--- src/pkg/tcd_map.svh ---
// register offsets, field positions and reset values of the two-channel dma
// assumes a 32-bit register port, channel one mirrored at TCD_CH_STRIDE
`ifndef TCD_MAP_SVH
`define TCD_MAP_SVH
// ----------------------------------------
// register offsets inside one channel
// ----------------------------------------
`define TCD_REG_CTRL 5'h00
`define TCD_REG_SEL 5'h04
`define TCD_REG_SRC 5'h08
`define TCD_REG_DST 5'h0c
`define TCD_REG_RLD 5'h10
`define TCD_REG_CNT 5'h14
`define TCD_REG_SWREQ 5'h18
`define TCD_CH_STRIDE 6'h20
// ----------------------------------------
// control register fields
// ----------------------------------------
`define TCD_CTRL_EN 0
`define TCD_CTRL_REP 1
`define TCD_CTRL_W16 2
`define TCD_CTRL_SINC 3
`define TCD_CTRL_DINC 4
`define TCD_CTRL_REQ 5
// ----------------------------------------
// values
// ----------------------------------------
`define TCD_SRC_COUNT 5'h19
`define TCD_BLK_LO 20'h00020
`define TCD_BLK_HI 20'h0003f
`define TCD_STEP_BYTE 20'h00001
`define TCD_STEP_WORD 20'h00002
`define TCD_CNT_RST 16'h0000
`define TCD_ADDR_RST 20'h00000
`define TCD_SEL_RST 5'h00
`define TCD_DATA_RST 16'h0000
`endif

--- src/pkg/tcd_pkg.sv ---
// types shared by the dma engine files
// assumes tcd_map.svh supplies all numeric constants
`default_nettype none
package tcd_pkg;
	typedef enum logic [1:0] {
		TCD_ST_IDLE = 2'b00,
		TCD_ST_RD = 2'b01,
		TCD_ST_WR = 2'b10,
		TCD_ST_DONE = 2'b11
	} tcd_state_t;
	typedef logic [19:0] tcd_addr_t;
	typedef logic [4:0] tcd_sel_t;
endpackage
`default_nettype wire

--- src/pkg/tcd_req_if.sv ---
// request carrier between the source selector and the engine core
// assumes both ends run on core_clk
`timescale 1ns/10ps
`default_nettype none
interface tcd_req_if;
	tcd_pkg::tcd_sel_t sel [2];
	logic [1:0] sw_req;
	logic [1:0] req;
	modport src (input sel, input sw_req, output req);
	modport core (output sel, output sw_req, input req);
endinterface
`default_nettype wire

--- src/logic/tcd_top.sv ---
// two-channel cycle-steal dma engine: registers, request flags, bus sequencer
// assumes the memory side answers with mem_ready on core_clk, byte data in low lane
//
// Local design decisions: the register offsets and the strobed register port.
`timescale 1ns/10ps
`default_nettype none
`include "tcd_map.svh"
module tcd_top (
	input wire logic core_clk,
	input wire logic rst,
	input wire logic clk_en,
	input wire logic [5:0] reg_addr,
	input wire logic [31:0] reg_wdata,
	input wire logic reg_wr,
	input wire logic reg_rd,
	output logic [31:0] reg_rdata,
	input wire logic ext_irq_input_zero,
	input wire logic ext_irq_input_one,
	input wire logic [19:0] periph_irq,
	output logic cpu_hold,
	output logic mem_cyc,
	output logic mem_we,
	output logic mem_wide,
	output logic [19:0] mem_addr,
	output logic [15:0] mem_wdata,
	input wire logic [15:0] mem_rdata,
	input wire logic mem_ready,
	output logic [1:0] dma_irq
);
	// ----------------------------------------
	// state
	// ----------------------------------------
	tcd_req_if rq ();
	tcd_pkg::tcd_state_t st_reg;
	logic act_reg;
	logic phase_reg;
	logic xw16_reg;
	logic [19:0] xsrc_reg;
	logic [19:0] xdst_reg;
	logic [15:0] data_reg;
	logic [19:0] mem_addr_reg;
	logic mem_we_reg;
	logic mem_wide_reg;
	logic [15:0] mem_wdata_reg;
	logic [31:0] rdata_reg;
	logic [1:0] irq_reg;
	logic [1:0] en_reg;
	logic [1:0] rep_reg;
	logic [1:0] w16_reg;
	logic [1:0] sinc_reg;
	logic [1:0] dinc_reg;
	logic [1:0] reqf_reg;
	tcd_pkg::tcd_sel_t sel_reg [2];
	logic [19:0] src_reg [2];
	logic [19:0] dst_reg [2];
	logic [19:0] ptr_reg [2];
	logic [15:0] rld_reg [2];
	logic [15:0] cnt_reg [2];
	logic [19:0] eff_src [2];
	logic [19:0] eff_dst [2];
	logic [1:0] elig;
	logic [1:0] grant;
	logic [1:0] done;
	logic [1:0] uf;
	logic [1:0] sw_hit;

	tcd_req_sel u_sel (
		.core_clk(core_clk),
		.rst(rst),
		.clk_en(clk_en),
		.ext_irq_input_zero(ext_irq_input_zero),
		.ext_irq_input_one(ext_irq_input_one),
		.periph_irq(periph_irq),
		.rq(rq.src)
	);

	// ----------------------------------------
	// register decode
	// ----------------------------------------
	wire rc = reg_addr[5];
	wire [4:0] ro = reg_addr[4:0];
	wire w_ctrl = reg_wr & (ro == `TCD_REG_CTRL);
	wire w_sel = reg_wr & (ro == `TCD_REG_SEL);
	wire w_src = reg_wr & (ro == `TCD_REG_SRC);
	wire w_dst = reg_wr & (ro == `TCD_REG_DST);
	wire w_rld = reg_wr & (ro == `TCD_REG_RLD);
	wire w_sw = reg_wr & (ro == `TCD_REG_SWREQ);
	wire [31:0] rd_ctrl = {26'h0000000, reqf_reg[rc], dinc_reg[rc], sinc_reg[rc],
		w16_reg[rc], rep_reg[rc], en_reg[rc]};
	// an enabled incrementing side reads back the live pointer
	wire src_live = en_reg[rc] & sinc_reg[rc];
	wire dst_live = en_reg[rc] & dinc_reg[rc] & ~sinc_reg[rc];
	wire [19:0] rd_src = src_live ? ptr_reg[rc] : src_reg[rc];
	wire [19:0] rd_dst = dst_live ? ptr_reg[rc] : dst_reg[rc];
	wire [31:0] rd_word = (ro == `TCD_REG_CTRL) ? rd_ctrl :
		(ro == `TCD_REG_SEL) ? {27'h0000000, sel_reg[rc]} :
		(ro == `TCD_REG_SRC) ? {12'h000, rd_src} :
		(ro == `TCD_REG_DST) ? {12'h000, rd_dst} :
		(ro == `TCD_REG_RLD) ? {16'h0000, rld_reg[rc]} :
		(ro == `TCD_REG_CNT) ? {16'h0000, cnt_reg[rc]} : 32'h00000000;

	always_ff @(posedge core_clk) begin
		if (rst) begin
			rdata_reg <= 32'h00000000;
		end else if (clk_en) begin
			rdata_reg <= reg_rd ? rd_word : 32'h00000000;
		end
	end
	assign reg_rdata = rdata_reg;

	// ----------------------------------------
	// arbitration and sequencer decode
	// ----------------------------------------
	wire idle = st_reg == tcd_pkg::TCD_ST_IDLE;
	wire start = idle & (|elig);
	wire gch = ~elig[0];
	wire blk = (mem_addr_reg >= `TCD_BLK_LO) & (mem_addr_reg <= `TCD_BLK_HI);
	wire in_rd = st_reg == tcd_pkg::TCD_ST_RD;
	wire in_wr = st_reg == tcd_pkg::TCD_ST_WR;
	wire prog = (in_rd | in_wr) & (blk | mem_ready);
	wire rd_split = xw16_reg & xsrc_reg[0];
	wire wr_split = xw16_reg & xdst_reg[0];
	wire [15:0] rb = blk ? `TCD_DATA_RST : mem_rdata;
	wire [15:0] data_next = ~xw16_reg ? {8'h00, rb[7:0]} :
		~rd_split ? rb :
		phase_reg ? {rb[7:0], data_reg[7:0]} : {8'h00, rb[7:0]};
	wire [19:0] g_src = eff_src[gch];
	wire [19:0] g_dst = eff_dst[gch];
	wire g_w16 = w16_reg[gch];

	assign cpu_hold = ~idle;
	assign mem_cyc = (in_rd | in_wr) & ~blk;
	assign mem_we = mem_we_reg;
	assign mem_wide = mem_wide_reg;
	assign mem_addr = mem_addr_reg;
	assign mem_wdata = mem_wdata_reg;
	assign dma_irq = irq_reg;

	// ----------------------------------------
	// transfer sequencer: read phase(s), then write phase(s)
	// ----------------------------------------
	always_ff @(posedge core_clk) begin
		if (rst) begin
			st_reg <= tcd_pkg::TCD_ST_IDLE;
			act_reg <= 1'b0;
			phase_reg <= 1'b0;
			xw16_reg <= 1'b0;
			xsrc_reg <= `TCD_ADDR_RST;
			xdst_reg <= `TCD_ADDR_RST;
			data_reg <= `TCD_DATA_RST;
			mem_addr_reg <= `TCD_ADDR_RST;
			mem_we_reg <= 1'b0;
			mem_wide_reg <= 1'b0;
			mem_wdata_reg <= `TCD_DATA_RST;
		end else if (clk_en) begin
			case (st_reg)
				tcd_pkg::TCD_ST_IDLE: begin
					if (start) begin
						st_reg <= tcd_pkg::TCD_ST_RD;
						act_reg <= gch;
						xw16_reg <= g_w16;
						xsrc_reg <= g_src;
						xdst_reg <= g_dst;
						mem_addr_reg <= g_src;
						mem_we_reg <= 1'b0;
						mem_wide_reg <= g_w16 & ~g_src[0];
					end
				end
				tcd_pkg::TCD_ST_RD: begin
					if (prog) begin
						data_reg <= data_next;
						if (rd_split & ~phase_reg) begin
							phase_reg <= 1'b1;
							mem_addr_reg <= xsrc_reg + `TCD_STEP_BYTE;
						end else begin
							phase_reg <= 1'b0;
							st_reg <= tcd_pkg::TCD_ST_WR;
							mem_addr_reg <= xdst_reg;
							mem_we_reg <= 1'b1;
							mem_wide_reg <= xw16_reg & ~xdst_reg[0];
							mem_wdata_reg <= wr_split ? {8'h00, data_next[7:0]} : data_next;
						end
					end
				end
				tcd_pkg::TCD_ST_WR: begin
					if (prog) begin
						if (wr_split & ~phase_reg) begin
							phase_reg <= 1'b1;
							mem_addr_reg <= xdst_reg + `TCD_STEP_BYTE;
							mem_wdata_reg <= {8'h00, data_reg[15:8]};
						end else begin
							phase_reg <= 1'b0;
							st_reg <= tcd_pkg::TCD_ST_DONE;
							mem_we_reg <= 1'b0;
							mem_wide_reg <= 1'b0;
						end
					end
				end
				default: begin
					st_reg <= tcd_pkg::TCD_ST_IDLE;
				end
			endcase
		end
	end

	// ----------------------------------------
	// channels
	// ----------------------------------------
	genvar c;
	generate
		for (c = 0; c < 2; c++) begin : g_ch
			wire me = rc == c;
			// both sides incrementing is illegal; source side takes the pointer then
			assign eff_src[c] = sinc_reg[c] ? ptr_reg[c] : src_reg[c];
			assign eff_dst[c] = (dinc_reg[c] & ~sinc_reg[c]) ? ptr_reg[c] : dst_reg[c];
			assign elig[c] = reqf_reg[c] & en_reg[c];
			assign grant[c] = start & (gch == c);
			assign done[c] = (st_reg == tcd_pkg::TCD_ST_DONE) & (act_reg == c);
			assign uf[c] = cnt_reg[c] == `TCD_CNT_RST;
			assign sw_hit[c] = w_sw & me;
			assign rq.sel[c] = sel_reg[c];
			wire fix_ok = ~en_reg[c];
			wire [19:0] step = w16_reg[c] ? `TCD_STEP_WORD : `TCD_STEP_BYTE;
			wire w_sinc = reg_wdata[`TCD_CTRL_SINC];
			wire w_dinc = reg_wdata[`TCD_CTRL_DINC];
			wire [19:0] fresh = (w_dinc & ~w_sinc) ? dst_reg[c] : src_reg[c];
			wire [19:0] again = (dinc_reg[c] & ~sinc_reg[c]) ? dst_reg[c] : src_reg[c];
			always_ff @(posedge core_clk) begin
				if (rst) begin
					en_reg[c] <= 1'b0;
					rep_reg[c] <= 1'b0;
					w16_reg[c] <= 1'b0;
					sinc_reg[c] <= 1'b0;
					dinc_reg[c] <= 1'b0;
					reqf_reg[c] <= 1'b0;
					sel_reg[c] <= `TCD_SEL_RST;
					src_reg[c] <= `TCD_ADDR_RST;
					dst_reg[c] <= `TCD_ADDR_RST;
					ptr_reg[c] <= `TCD_ADDR_RST;
					rld_reg[c] <= `TCD_CNT_RST;
					cnt_reg[c] <= `TCD_CNT_RST;
					irq_reg[c] <= 1'b0;
				end else if (clk_en) begin
					// a new request beats a same-cycle clear
					if (rq.req[c]) begin
						reqf_reg[c] <= 1'b1;
					end else if (grant[c] | (w_ctrl & me & ~reg_wdata[`TCD_CTRL_REQ])) begin
						reqf_reg[c] <= 1'b0;
					end
					// pulse has no input from processor interrupt state
					irq_reg[c] <= done[c] & uf[c];
					if (w_sel & me) begin
						sel_reg[c] <= reg_wdata[4:0];
					end
					if (w_rld & me) begin
						rld_reg[c] <= reg_wdata[15:0];
					end
					if (w_src & me & (sinc_reg[c] | fix_ok)) begin
						src_reg[c] <= reg_wdata[19:0];
					end
					if (w_dst & me & (dinc_reg[c] | fix_ok)) begin
						dst_reg[c] <= reg_wdata[19:0];
					end
					// a restart write overrides a transfer finishing in the same cycle
					if (w_ctrl & me) begin
						en_reg[c] <= reg_wdata[`TCD_CTRL_EN];
						rep_reg[c] <= reg_wdata[`TCD_CTRL_REP];
						w16_reg[c] <= reg_wdata[`TCD_CTRL_W16];
						sinc_reg[c] <= w_sinc;
						dinc_reg[c] <= w_dinc;
						if (reg_wdata[`TCD_CTRL_EN]) begin
							cnt_reg[c] <= rld_reg[c];
							ptr_reg[c] <= fresh;
						end
					end else if (done[c]) begin
						if (uf[c] & rep_reg[c]) begin
							cnt_reg[c] <= rld_reg[c];
							ptr_reg[c] <= again;
						end else begin
							cnt_reg[c] <= cnt_reg[c] - 16'h0001;
							ptr_reg[c] <= ptr_reg[c] + step;
							if (uf[c]) begin
								en_reg[c] <= 1'b0;
							end
						end
					end
				end
			end
		end
	endgenerate
	assign rq.sw_req = sw_hit;

	wire w0 = reg_wr & ~rc;
endmodule
`default_nettype wire

--- src/logic/tcd_req_sel.sv ---
// request source selection: external edges, peripheral pulses, software
// assumes periph_irq are one-cycle pulses on core_clk; external pins are async
`timescale 1ns/10ps
`default_nettype none
`include "tcd_map.svh"
module tcd_req_sel (
	input wire logic core_clk,
	input wire logic rst,
	input wire logic clk_en,
	input wire logic ext_irq_input_zero,
	input wire logic ext_irq_input_one,
	input wire logic [19:0] periph_irq,
	tcd_req_if.src rq
);
	// ----------------------------------------
	// pin synchronisers and edge detect
	// ----------------------------------------
	logic [1:0] meta_reg;
	logic [1:0] sync_reg;
	logic [1:0] prev_reg;
	always_ff @(posedge core_clk) begin
		if (rst) begin
			meta_reg <= 2'h3;
			sync_reg <= 2'h3;
			prev_reg <= 2'h3;
		end else if (clk_en) begin
			meta_reg <= {ext_irq_input_one, ext_irq_input_zero};
			sync_reg <= meta_reg;
			prev_reg <= sync_reg;
		end
	end
	wire [1:0] fall = prev_reg & ~sync_reg;
	wire [1:0] rise = ~prev_reg & sync_reg;
	wire [1:0] both = fall | rise;
	// ----------------------------------------
	// per channel source mux
	// ----------------------------------------
	genvar c;
	generate
		for (c = 0; c < 2; c++) begin : g_ch
			// code 0 software, 1..4 pin edges, 5..24 peripheral pulses
			wire [24:0] vec = {periph_irq, both, fall, rq.sw_req[c]};
			wire ok = rq.sel[c] < `TCD_SRC_COUNT;
			assign rq.req[c] = ok & vec[rq.sel[c]];
		end
	endgenerate
endmodule
`default_nettype wire

--- config.mk ---
export PLATFORM = sky130hd
export DESIGN_NAME = tcd_top
export DESIGN_NICKNAME = d
export VERILOG_FILES = /design/src/pkg/tcd_pkg.sv /design/src/pkg/tcd_req_if.sv /design/src/logic/tcd_top.sv /design/src/logic/tcd_req_sel.sv
export VERILOG_INCLUDE_DIRS = /design/src /design/src/pkg
export SDC_FILE = /design/constraint.sdc
export NUM_CORES = 1
export LEC_CHECK = 0
export ABC_CLOCK_PERIOD_IN_PS = 4000
export BUFFER_PORTS_ARGS = -buffer_cell sky130_fd_sc_hd__buf_2
export CORE_UTILIZATION = 29
export CTS_BUF_LIST = sky130_fd_sc_hd__clkbuf_4
export DETAILED_ROUTE_END_ITERATION = 12
export GPL_TIMING_DRIVEN = 0
export PLACE_DENSITY = 0.48
export RECOVER_POWER = 25
export SLEW_MARGIN = 20
export SYNTH_ARGS = -nofsm -noshare
export SYNTH_HDL_FRONTEND = slang
export SYNTH_SLANG_ARGS = --single-unit
--- constraint.sdc ---
create_clock -name core_clk -period 4 [get_ports core_clk]
set_clock_uncertainty 0.05 [all_clocks]
set_input_delay 0.6 -clock core_clk [delete_from_list [all_inputs] [get_ports core_clk]]
set_output_delay 0.6 -clock core_clk [all_outputs]
set_load 0.02 [all_outputs]
==> results of run 1 <==
-- layout make-up --
| cell class | count | area, sq um | share of cell area |
|---|---|---|---|
| sequential | 333 | 8610 | 0.365 |
| tap | 931 | 1160 | 0.0493 |
| buffer | 202 | 847 | 0.0359 |
| multi-input combinational | 1746 | 10800 | 0.459 |
| clock inverter | 30 | 153 | 0.00646 |
| timing repair buffer | 141 | 768 | 0.0325 |
| inverter | 40 | 154 | 0.00652 |
| clock buffer | 141 | 1060 | 0.0448 |
| antenna | 6 | 15.0 | 0.000636 |
-- power breakdown --
| part | internal (uW) | switching [uW] |
|---|---|---|
| sequential | 3700 | 90.7 |
| combinational | 209 | 456 |
| clock | 1670 | 1640 |
| total | 5580 | 2190 |
-- metrics by stage --
step                      TNS, ns  std cells
after floorplan                 0       2321
after global placement    -252.81       3379
after detailed placement    -1.93       3386
after CTS                       0       3564
after global routing            0       3567
final                           0       3570
-- cells in the mapped netlist, types with 29 or more instances --
cell	instances	area share
nand3_1	90	0.022
inv_1	37	0.0068
a221o_1	29	0.014
dfxtp_1	139	0.14
a21oi_1	163	0.040
o21ai_0	107	0.026
and2_1	125	0.038
a211oi_1	79	0.029
xor2_1	34	0.015
nor2_1	166	0.031
xnor2_1	49	0.021
clkbuf_1	155	0.029
mux2i_1	96	0.047
nor3_1	36	0.0089
a221oi_1	34	0.015
and3_1	51	0.016
edfxtp_1	194	0.29
nand2_1	346	0.064
-- layer usage --
layer	vias to the layer above	GRT usage	wire (um)
met1	9716	0.335	38800
met2	1037	0.415	42800
met4	2	0.125	4540
met5	-	0	12
met3	218	0.0469	7180
li1	8996	-	-
-- cell families after synthesis --
kind of cell	count (synthesis)	synth area share
AOI/OAI and AO/OA	566	0.186
xor gates and xnor gates	83	0.0357
adders and majority gates	19	0.0124
buffers and inverters	242	0.0497
DFF	333	0.423
muxes	118	0.0678
other	1	0.000184
and+or+nand+nor	948	0.226
-- worst max-delay path: stages --
cell	delay (ns)
dlygate4sd3_1	0.53
clkbuf_1	0.24
or4b_1	0.51
clkbuf_1	0.25
nor2_1	0.81
o21ai_0	0.39
nor2_1	0.32
clkbuf_1	0.61
and2_1	0.23
-- cells in the final DEF, fill, tap and decap left out, types with 29 or more instances in the layout --
cell type	Yosys	layout
mux2i_1	96	96
nand3_1	90	89
nor3_1	36	36
a21oi_1	163	163
o21ai_0	107	103
xnor2_1	49	49
edfxtp_1	194	194
clkbuf_4	0	141
a211oi_1	79	79
buf_2	10	77
nor2_1	166	166
a221oi_1	34	34
a221o_1	29	29
inv_1	37	37
and2_1	125	110
xor2_1	34	34
clkbuf_1	155	221
dfxtp_1	139	139
and3_1	51	51
nand2_1	346	345
-- worst max-delay path by stage --
stage	slack (ns)	depth (start not counted)	startpoint	to
floorplan	0.30	6	reg_addr[0]	src_reg[0][0]
global placement	-2.42	6	reg_addr[4]	src_reg[0][12]
detailed placement	-0.10	8	reg_addr[5]	ptr_reg[0][1]
CTS	0.18	7	st_reg[1]	mem_cyc
global route	0.03	7	st_reg[1]	mem_cyc
finish	0.17	9	reg_addr[0]	src_reg[0][11]
-- timing repair --
action	4_1_cts	5_1_grt
gates resized for setup	1	1
setup endpoints to repair	2	1
gates cloned	0	0
endpoints found under the hold margin	16	0
hold buffers	7	0
==> results.json, run 1 <==
{
  "die_height_um": 267,
  "p_total_uw": 7770,
  "dieArea_sq_mm": 0.0713,
  "synth-edff-count": 194,
  "seq_area_frac_synth": 0.423,
  "endpoint_kind": "flop",
  "fill_cells": 7299,
  "worstHoldStart": "reg_wdata[6]",
  "postLayoutCoreUtil": 0.342,
  "holdPathEnd": "src_reg[1][6]",
  "cp-start-kind": "input pin",
  "cp.arrival_ns": 4.51,
  "clock-sinks": 333,
  "port-buffer-count": 127,
  "place_hpwl_mm": 69.7,
  "slew_viol_final": 0,
  "tightest_slew_ns": 1.21,
  "htree_levels": 3,
  "via_per_inst": 5.59,
  "hold_path.class": "input pin to flop",
  "hold_violations": 0,
  "max-cap-violations": 0,
  "netlist_area_sq_mm": 0.0204,
  "setup_ws_ns": 0.166,
  "cts_tree": "done",
  "fin_hold_ws_ns": 0.0702,
  "grt_overflow_total": 0,
  "r2r-end": "mem_addr[8]",
  "drive_gt1_frac": 0.111,
  "drt_iter0_drc": 2027,
  "ir_worst_vdd_uv": 155,
  "worstPathMaxFanout": 10,
  "ff2ff_setup_slack_ns": 0.18,
  "insertion_delay_ns": 0.92,
  "power_density_mw_per_mm2": 329,
  "p_leak_uw": 0.00828,
  "final_nets": 2664,
  "io_pins": 156,
  "antenna_found_initial": 6,
  "route.detailed.drc": 0,
  "clockBufferDepth": 3,
  "start_util": 0.295,
  "first_pass_iters": 6,
  "ant_nets": 0,
  "max_freq_mhz": 261,
  "core_sq_mm": 0.0691,
  "synth_area_per_cell_sq_um": 8.81,
  "die_x_um": 267,
  "synth-main-ff-cell": "edfxtp_1",
  "rr_startpoint": "en_reg[0]",
  "clkTransAtPathRegs_ns": 0.06,
  "wirelength_mm": 93.4,
  "r2r_cells": 7,
  "crit_required_ns": 4.68,
  "cts_buffers": 99,
  "vias": 20000,
  "whs_path_depth": 2,
  "syn_inst": 2310,
  "period_share": 0.959,
  "ys_seq_elements": 333,
  "fin_crit_ns": 3.83,
  "async_reset_ff_frac": 0,
  "rows": 96,
  "rsz0062_at_grt": "no",
  "grt_first_pass_wirelength_mm": 134,
  "stdcell_area_sq_mm": 0.0236,
  "outcome": "completed",
  "syn2layout_area_growth_pct": 16.0,
  "grt_pass1_vias": 19400,
  "yosys_warnings": 0,
  "setup_viol": 0,
  "relSlewSlack": 0.186,
  "wire_per_inst_um": 26.2,
  "synth_cell_types": 76,
  "timing_worst_setup_path_type": "input pin to flop",
  "dp_slack_ns": -0.103,
  "cts-root-buf": "clkbuf_4",
  "dpl_cell_area_sq_mm": 0.0224,
  "grt_start_max_net_pins": 37,
  "post_cts_buffers": 0,
  "gp_congestion": 0.966,
  "grt_usage": 0.259
}
Note: power is estimated with default switching activity, not from simulation.
==> inputs of run 2 (changes only) <==
--- a/config.mk
+++ b/config.mk
@@ -8,6 +8,7 @@
 export LEC_CHECK = 0
 export ABC_CLOCK_PERIOD_IN_PS = 4000
 export BUFFER_PORTS_ARGS = -buffer_cell sky130_fd_sc_hd__buf_2
+export CORE_ASPECT_RATIO = 0.8
 export CORE_UTILIZATION = 29
 export CTS_BUF_LIST = sky130_fd_sc_hd__clkbuf_4
 export DETAILED_ROUTE_END_ITERATION = 12
@@ -17,4 +18,5 @@
 export SLEW_MARGIN = 20
 export SYNTH_ARGS = -nofsm -noshare
 export SYNTH_HDL_FRONTEND = slang
+export SYNTH_HIERARCHICAL = 1
 export SYNTH_SLANG_ARGS = --single-unit
==> run 2 against run 1 <==
Net effect:
- the run now ends with max-capacitance violations, max-slew violations left
- synthesized cell count down 1.5%
- clock-buffer cell count up 3
- sequential share of layout area down 0.61 points
- total power up 1.5%
- die area up 1.7%
- combinational power about the same
- clock power up 3%
- non-clock buffer count down 8
- highest routed layer is now met4
==> results.json, run 2 <==
{
  "outcome": "complete, but fails checks",
  "violations": "max-capacitance violations, max-slew violations",
  "ant_nets": 0,
  "worstHoldStart": "reg_wdata[12]",
  "synth_top_family_by_area": "simple AND/OR/NAND/NOR gates",
  "io_pins": 156,
  "ir_worst_vdd_uv": 191,
  "rows": 87,
  "synth-edff-count": 194,
  "rr_startpoint": "cnt_reg[0][9]",
  "setup_ws_ns": 0.139,
  "postLayoutCoreUtil": 0.341,
  "core_sq_mm": 0.0705,
  "cp-start-kind": "flop",
  "ff2ff_setup_slack_ns": 0.14,
  "synth_compound_area_frac": 0.177,
  "synth_top_area_frac": 0.281,
  "yosys-top-cells-count": "nand2_1, edfxtp_1, nor2_1",
  "hold_violations": 0,
  "cp.arrival_ns": 4.42,
  "synth-adder-area-share": 0.0122,
  "synth_most_common_cell": "nand2_1",
  "insertion_delay_ns": 0.92,
  "syn_inst": 2275,
  "grt_pass1_vias": 18700,
  "cts-root-buf": "clkbuf_4",
  "seq_area_frac_synth": 0.416,
  "via_per_inst": 5.67,
  "cts_buffers": 97,
  "fin_crit_ns": 3.86,
  "synth_top_cells_by_area": "edfxtp_1, dfxtp_1, nand2_1",
  "yosys_warnings": 6,
  "period_share": 0.965,
  "clkTransAtPathRegs_ns": 0.07,
  "power_density_mw_per_mm2": 328,
  "mostFrequentLayoutCells": "nand2_1, clkbuf_1, edfxtp_1",
  "synth_xor_area_frac": 0.0377,
  "muxShareOfSynthArea": 0.0949,
  "wirelength_mm": 90.6,
  "place_hpwl_mm": 69.9,
  "grt_overflow_total": 0,
  "dieArea_sq_mm": 0.0725,
  "relSlewSlack": -0.0512,
  "final_nets": 2634,
  "synth_cell_types": 86,
  "worstPathMaxFanout": 10,
  "grt_start_max_net_pins": 37,
  "vias": 20100,
  "dp_slack_ns": -0.0969,
  "synth_area_per_cell_sq_um": 9.10,
  "async_reset_ff_frac": 0,
  "final.setup.tns_ns": 0,
  "synth-main-ff-cell": "edfxtp_1",
  "p_leak_uw": 0.00846,
  "cts_tree": "done",
  "final_common_cell": "nand2_1",
  "drive_gt1_frac": 0.130,
  "synth-simple-area-share": 0.216,
  "crit_required_ns": 4.56,
  "gp_congestion": 0.988,
  "endpoint_kind": "flop",
  "antenna_found_initial": 2,
  "ys_seq_elements": 333,
  "netlist.top_cell.by_area": "edfxtp_1",
  "drt_iter0_drc": 2476,
  "rsz0062_at_grt": "no",
  "slew_viol_final": 6,
  "tightest_slew_ns": 1.56,
  "clock-sinks": 333,
  "die_height_um": 241,
  "hold_path.class": "input pin to flop",
  "max-cap-violations": 1,
  "timing_worst_setup_path_type": "flop to flop",
  "setup_viol": 0,
  "max_freq_mhz": 259,
  "first_pass_iters": 6,
  "wire_per_inst_um": 25.5,
  "start_util": 0.293,
  "syn2layout_area_growth_pct": 16.0,
  "grt_first_pass_wirelength_mm": 129,
  "htree_levels": 3,
  "die_x_um": 301,
  "netlist_area_sq_mm": 0.0207,
  "clockBufferDepth": 3,
  "grt_usage": 0.245,
  "port-buffer-count": 129,
  "critPathLaunch": "cnt_reg[0][9]",
  "route.detailed.drc": 0
}
## run 2: worst paths after layout
kind / end / cells after the start
worst max-delay path: cnt_reg[0][10] / 6
worst min-delay path: src_reg[1][12] / 2
worst max register to register: cnt_reg[0][10] / 6
worst min register to register: mem_wdata[12] / 2
## run 2: power breakdown
group	internal, uW	switching (uW)	total (uW)	leakage, uW
clock	1770	1650	3420	0.000756
combinational	221	441	662	0.00459
sequential	3700	97.0	3800	0.00311
## run 2: timing repair
action                                  CTS  global route
endpoints found under the setup margin    4             1
hold buffers                             12             0
resized for setup                         1             2
hold endpoints to repair                 37             0
buffers inserted                          0             1
pin swaps                                 0             0
## run 2: metrics by stage
step	instances	hold WS (ns)	total power [uW]	area [sq um]
2_1_floorplan	2286	0.387	4200	20700
3_3_place_gp	3349	0.394	4500	22600
3_5_place_dp	3355	0.400	4520	22800
4_1_cts	3544	0.0000291	7970	24100
5_1_grt	3548	0.0153	8200	24000
6_report	3548	0.0773	7880	24000
## run 2: worst max-delay path: stages, from the launching register on
cell	delay [ns]
edfxtp_1	0.46
nor4_1	0.87
and4_1	0.59
and2_1	0.27
nand2b_1	0.52
clkbuf_2	0.56
o21ai_0	0.20
## run 2: layer usage
| layer | track usage | vias to the layer above | wire [um] |
|---|---|---|---|
| met5 | 0 | - | 0 |
| met4 | 0.0761 | 0 | 2530 |
| met3 | 0.0609 | 156 | 8440 |
| met2 | 0.346 | 1065 | 37100 |
| met1 | 0.361 | 9950 | 42500 |
| li1 | - | 8959 | - |
## run 2: cell type report
type / count / area (sq um)
clock buffer: 144 / 1080
fill: 7406 / 46500
clock inverter: 33 / 183
inverter: 33 / 128
multi-input combinational: 1733 / 11200
timing repair buffer: 148 / 781
tap: 934 / 1170
buffer: 187 / 825
antenna: 3 / 7.51
sequential: 333 / 8610
## run 2: kinds of logic after synthesis
kind of cell,count (synthesis)
simple gates,904
compound gates,548
flops,333
buf+inv,220
mux,161
xor+xnor,89
fa+ha+maj,19
other cells,1
==> inputs of run 3 (changes only) <==
--- a/config.mk
+++ b/config.mk
@@ -18,5 +18,4 @@
 export SLEW_MARGIN = 20
 export SYNTH_ARGS = -nofsm -noshare
 export SYNTH_HDL_FRONTEND = slang
-export SYNTH_HIERARCHICAL = 1
 export SYNTH_SLANG_ARGS = --single-unit
==> run 3 against run 2 <==
Net effect:
- the run ends with design-rule violations, max-capacitance violations, max-slew violations left
- core utilization is 0.19 points higher
- first-iteration DRC count fell by 7.9%
- global-route usage increased by 0.11 points
- routed wire length is 1.5% lower
- clock-buffer cell count is 4 lower
- highest routed layer unchanged
- clock power shrank 6%
- critical endpoint is now ptr_reg[0][17]
- maximum frequency down 2.1%
- final cell count is 0.70% higher
- register-to-register slack lost 0.08 ns
- via count down 0.93%
==> results.json, run 3 (same netlist as run 1, synthesis figures left out) <==
{
  "stdcell_area_sq_mm": 0.0237,
  "cts_buffers": 94,
  "worstPathMaxFanout": 10,
  "first_pass_iters": 9,
  "ir_worst_vdd_uv": 165,
  "die_x_um": 298,
  "setup_viol": 0,
  "wire_per_inst_um": 25.0,
  "cp_common_cell": "nor2_1",
  "insertion_delay_ns": 0.91,
  "die_height_um": 239,
  "max_freq_mhz": 254,
  "cp.arrival_ns": 4.46,
  "timing_worst_setup_path_type": "flop to flop",
  "power_density_mw_per_mm2": 325,
  "gp_congestion": 0.964,
  "grt_first_pass_wirelength_mm": 129,
  "period_share": 0.986,
  "endpoint_kind": "flop",
  "port-buffer-count": 127,
  "ant_nets": 0,
  "p_total_uw": 7690,
  "place_hpwl_mm": 70.4,
  "drive_gt1_frac": 0.111,
  "via_per_inst": 5.58,
  "path_buf_inv": 3,
  "io_pins": 156,
  "slew_viol_final": 11,
  "outcome": "complete, but fails checks",
  "crit_required_ns": 4.52,
  "grt_usage": 0.246,
  "cts_tree": "done",
  "hold_violations": 0,
  "cpMaxStageDelayCell": "nor2_1",
  "final_nets": 2673,
  "violations": "design-rule violations, max-capacitance violations, max-slew violations",
  "fin_crit_ns": 3.94,
  "clock-sinks": 333,
  "p_leak_uw": 0.00832,
  "vias": 19900,
  "cp-start-kind": "flop",
  "crit_path_max_incr_delay_ns": 0.96,
  "mostFrequentLayoutCells": "nand2_1, clkbuf_1, edfxtp_1",
  "dieArea_sq_mm": 0.0713,
  "core_sq_mm": 0.0692,
  "cts-root-buf": "clkbuf_4",
  "rsz0062_at_grt": "no",
  "relSlewSlack": -0.0751,
  "drt_iter0_drc": 2280,
  "post_cts_buffers": 0,
  "grt_overflow_total": 0,
  "max-cap-violations": 1,
  "crit_family": "simple AND/OR/NAND/NOR gates",
  "tightest_slew_ns": 1.60,
  "wirelength_mm": 89.3,
  "final_common_cell": "nand2_1",
  "syn2layout_area_growth_pct": 16.4,
  "grt_start_max_net_pins": 37,
  "critical_path.cell_chain": "inv_1 -> ha_1 -> nor4b_1 -> nand4_1 -> nor2_1 -> or2_1 -> buf_6 -> buf_8 -> nor2_1 -> a221o_1",
  "clkTransAtPathRegs_ns": 0.07,
  "fill_cells": 7323,
  "dpl_cell_area_sq_mm": 0.0224,
  "start_util": 0.294,
  "rows": 86,
  "route.detailed.drc": 2,
  "antenna_found_initial": 3,
  "hold_path.class": "input pin to flop",
  "grt_pass1_vias": 18500,
  "htree_levels": 3,
  "clockBufferDepth": 3
}
==> run 3: changes by cell type in the layout (fill, tap and decap cells not counted), sizes merged, moves of 13 or more <==
cell    previous run  this run
a221o              3        29
nand3             74        90
clkbuf           344       364
a21oi            136       163
nor2             153       168
nand2            326       346
o211ai            15        28
and3              13        51
a32o              16         3
and2             148       125
o22ai             19         4
mux2i            119        97
==> run 3: area by class of cell <==
type | count | area, sq um | share of cell area
antenna | 1 | 2.50 | 0.000106
buffer | 201 | 857 | 0.0362
clock inverter | 32 | 146 | 0.00618
clock buffer | 140 | 1050 | 0.0444
inverter | 40 | 154 | 0.00650
sequential | 333 | 8610 | 0.363
multi-input combinational | 1746 | 10800 | 0.457
tap | 924 | 1160 | 0.0488
timing repair buffer | 156 | 878 | 0.0371
==> run 3: worst paths after layout <==
kind	cells past startpoint	from	slack (ns)	to
worst min register to register	2	mem_wdata[5]	0.40	mem_wdata[5]
worst max register to register	10	cnt_reg[0][0]	0.06	ptr_reg[0][17]
worst max-delay path	10	cnt_reg[0][0]	0.06	ptr_reg[0][17]
worst min-delay path	2	reg_wdata[7]	0.07	dst_reg[0][7]
==> run 3: what timing repair did <==
item | in CTS | in global routing
endpoints found under the hold margin | 28 | 0
endpoints found under the setup margin | 0 | 10
resized for setup | 0 | 2
hold buffers | 21 | 0
==> run 3: report_power, final <==
| part | total, uW | internal [uW] | switching [uW] |
|---|---|---|---|
| logic | 670 | 215 | 455 |
| clock network | 3230 | 1610 | 1620 |
| registers | 3790 | 3700 | 89.4 |
==> run 3: worst register-to-register path, delay by kind of cell (launching register included) <==
| kind | cells | cell delay, ns |
|---|---|---|
| AND/OR/NAND/NOR | 5 | 2.29 |
| buffers and inverters | 3 | 0.44 |
| flip-flops | 1 | 0.44 |
| AO/OA/AOI/OAI | 1 | 0.28 |
| adder cells (fa/ha/maj) | 1 | 0.15 |
==> run 3: stage by stage <==
stage	util	setup WS (ns)	cells	TNS (ns)	hold slack, ns
2_1_floorplan	-	0.299	2321	0	0.392
3_5_place_dp	0.324	-0.595	3380	-19.57	0.394
5_1_grt	0.342	0.0308	3573	0	0.0245
6_report	0.342	0.0560	3573	0	0.0738
3_3_place_gp	0.321	-1.74	3372	-199.73	0.396
4_1_cts	0.345	0.0814	3573	0	0.00462
==> run 3: routing by layer <==
layer	track usage	routed length, um	vias up
met1	0.376	43500	9853
met5	0	0	-
met4	0.0668	1830	0
li1	-	-	9027
met3	0.0439	7270	123
met2	0.348	36600	939
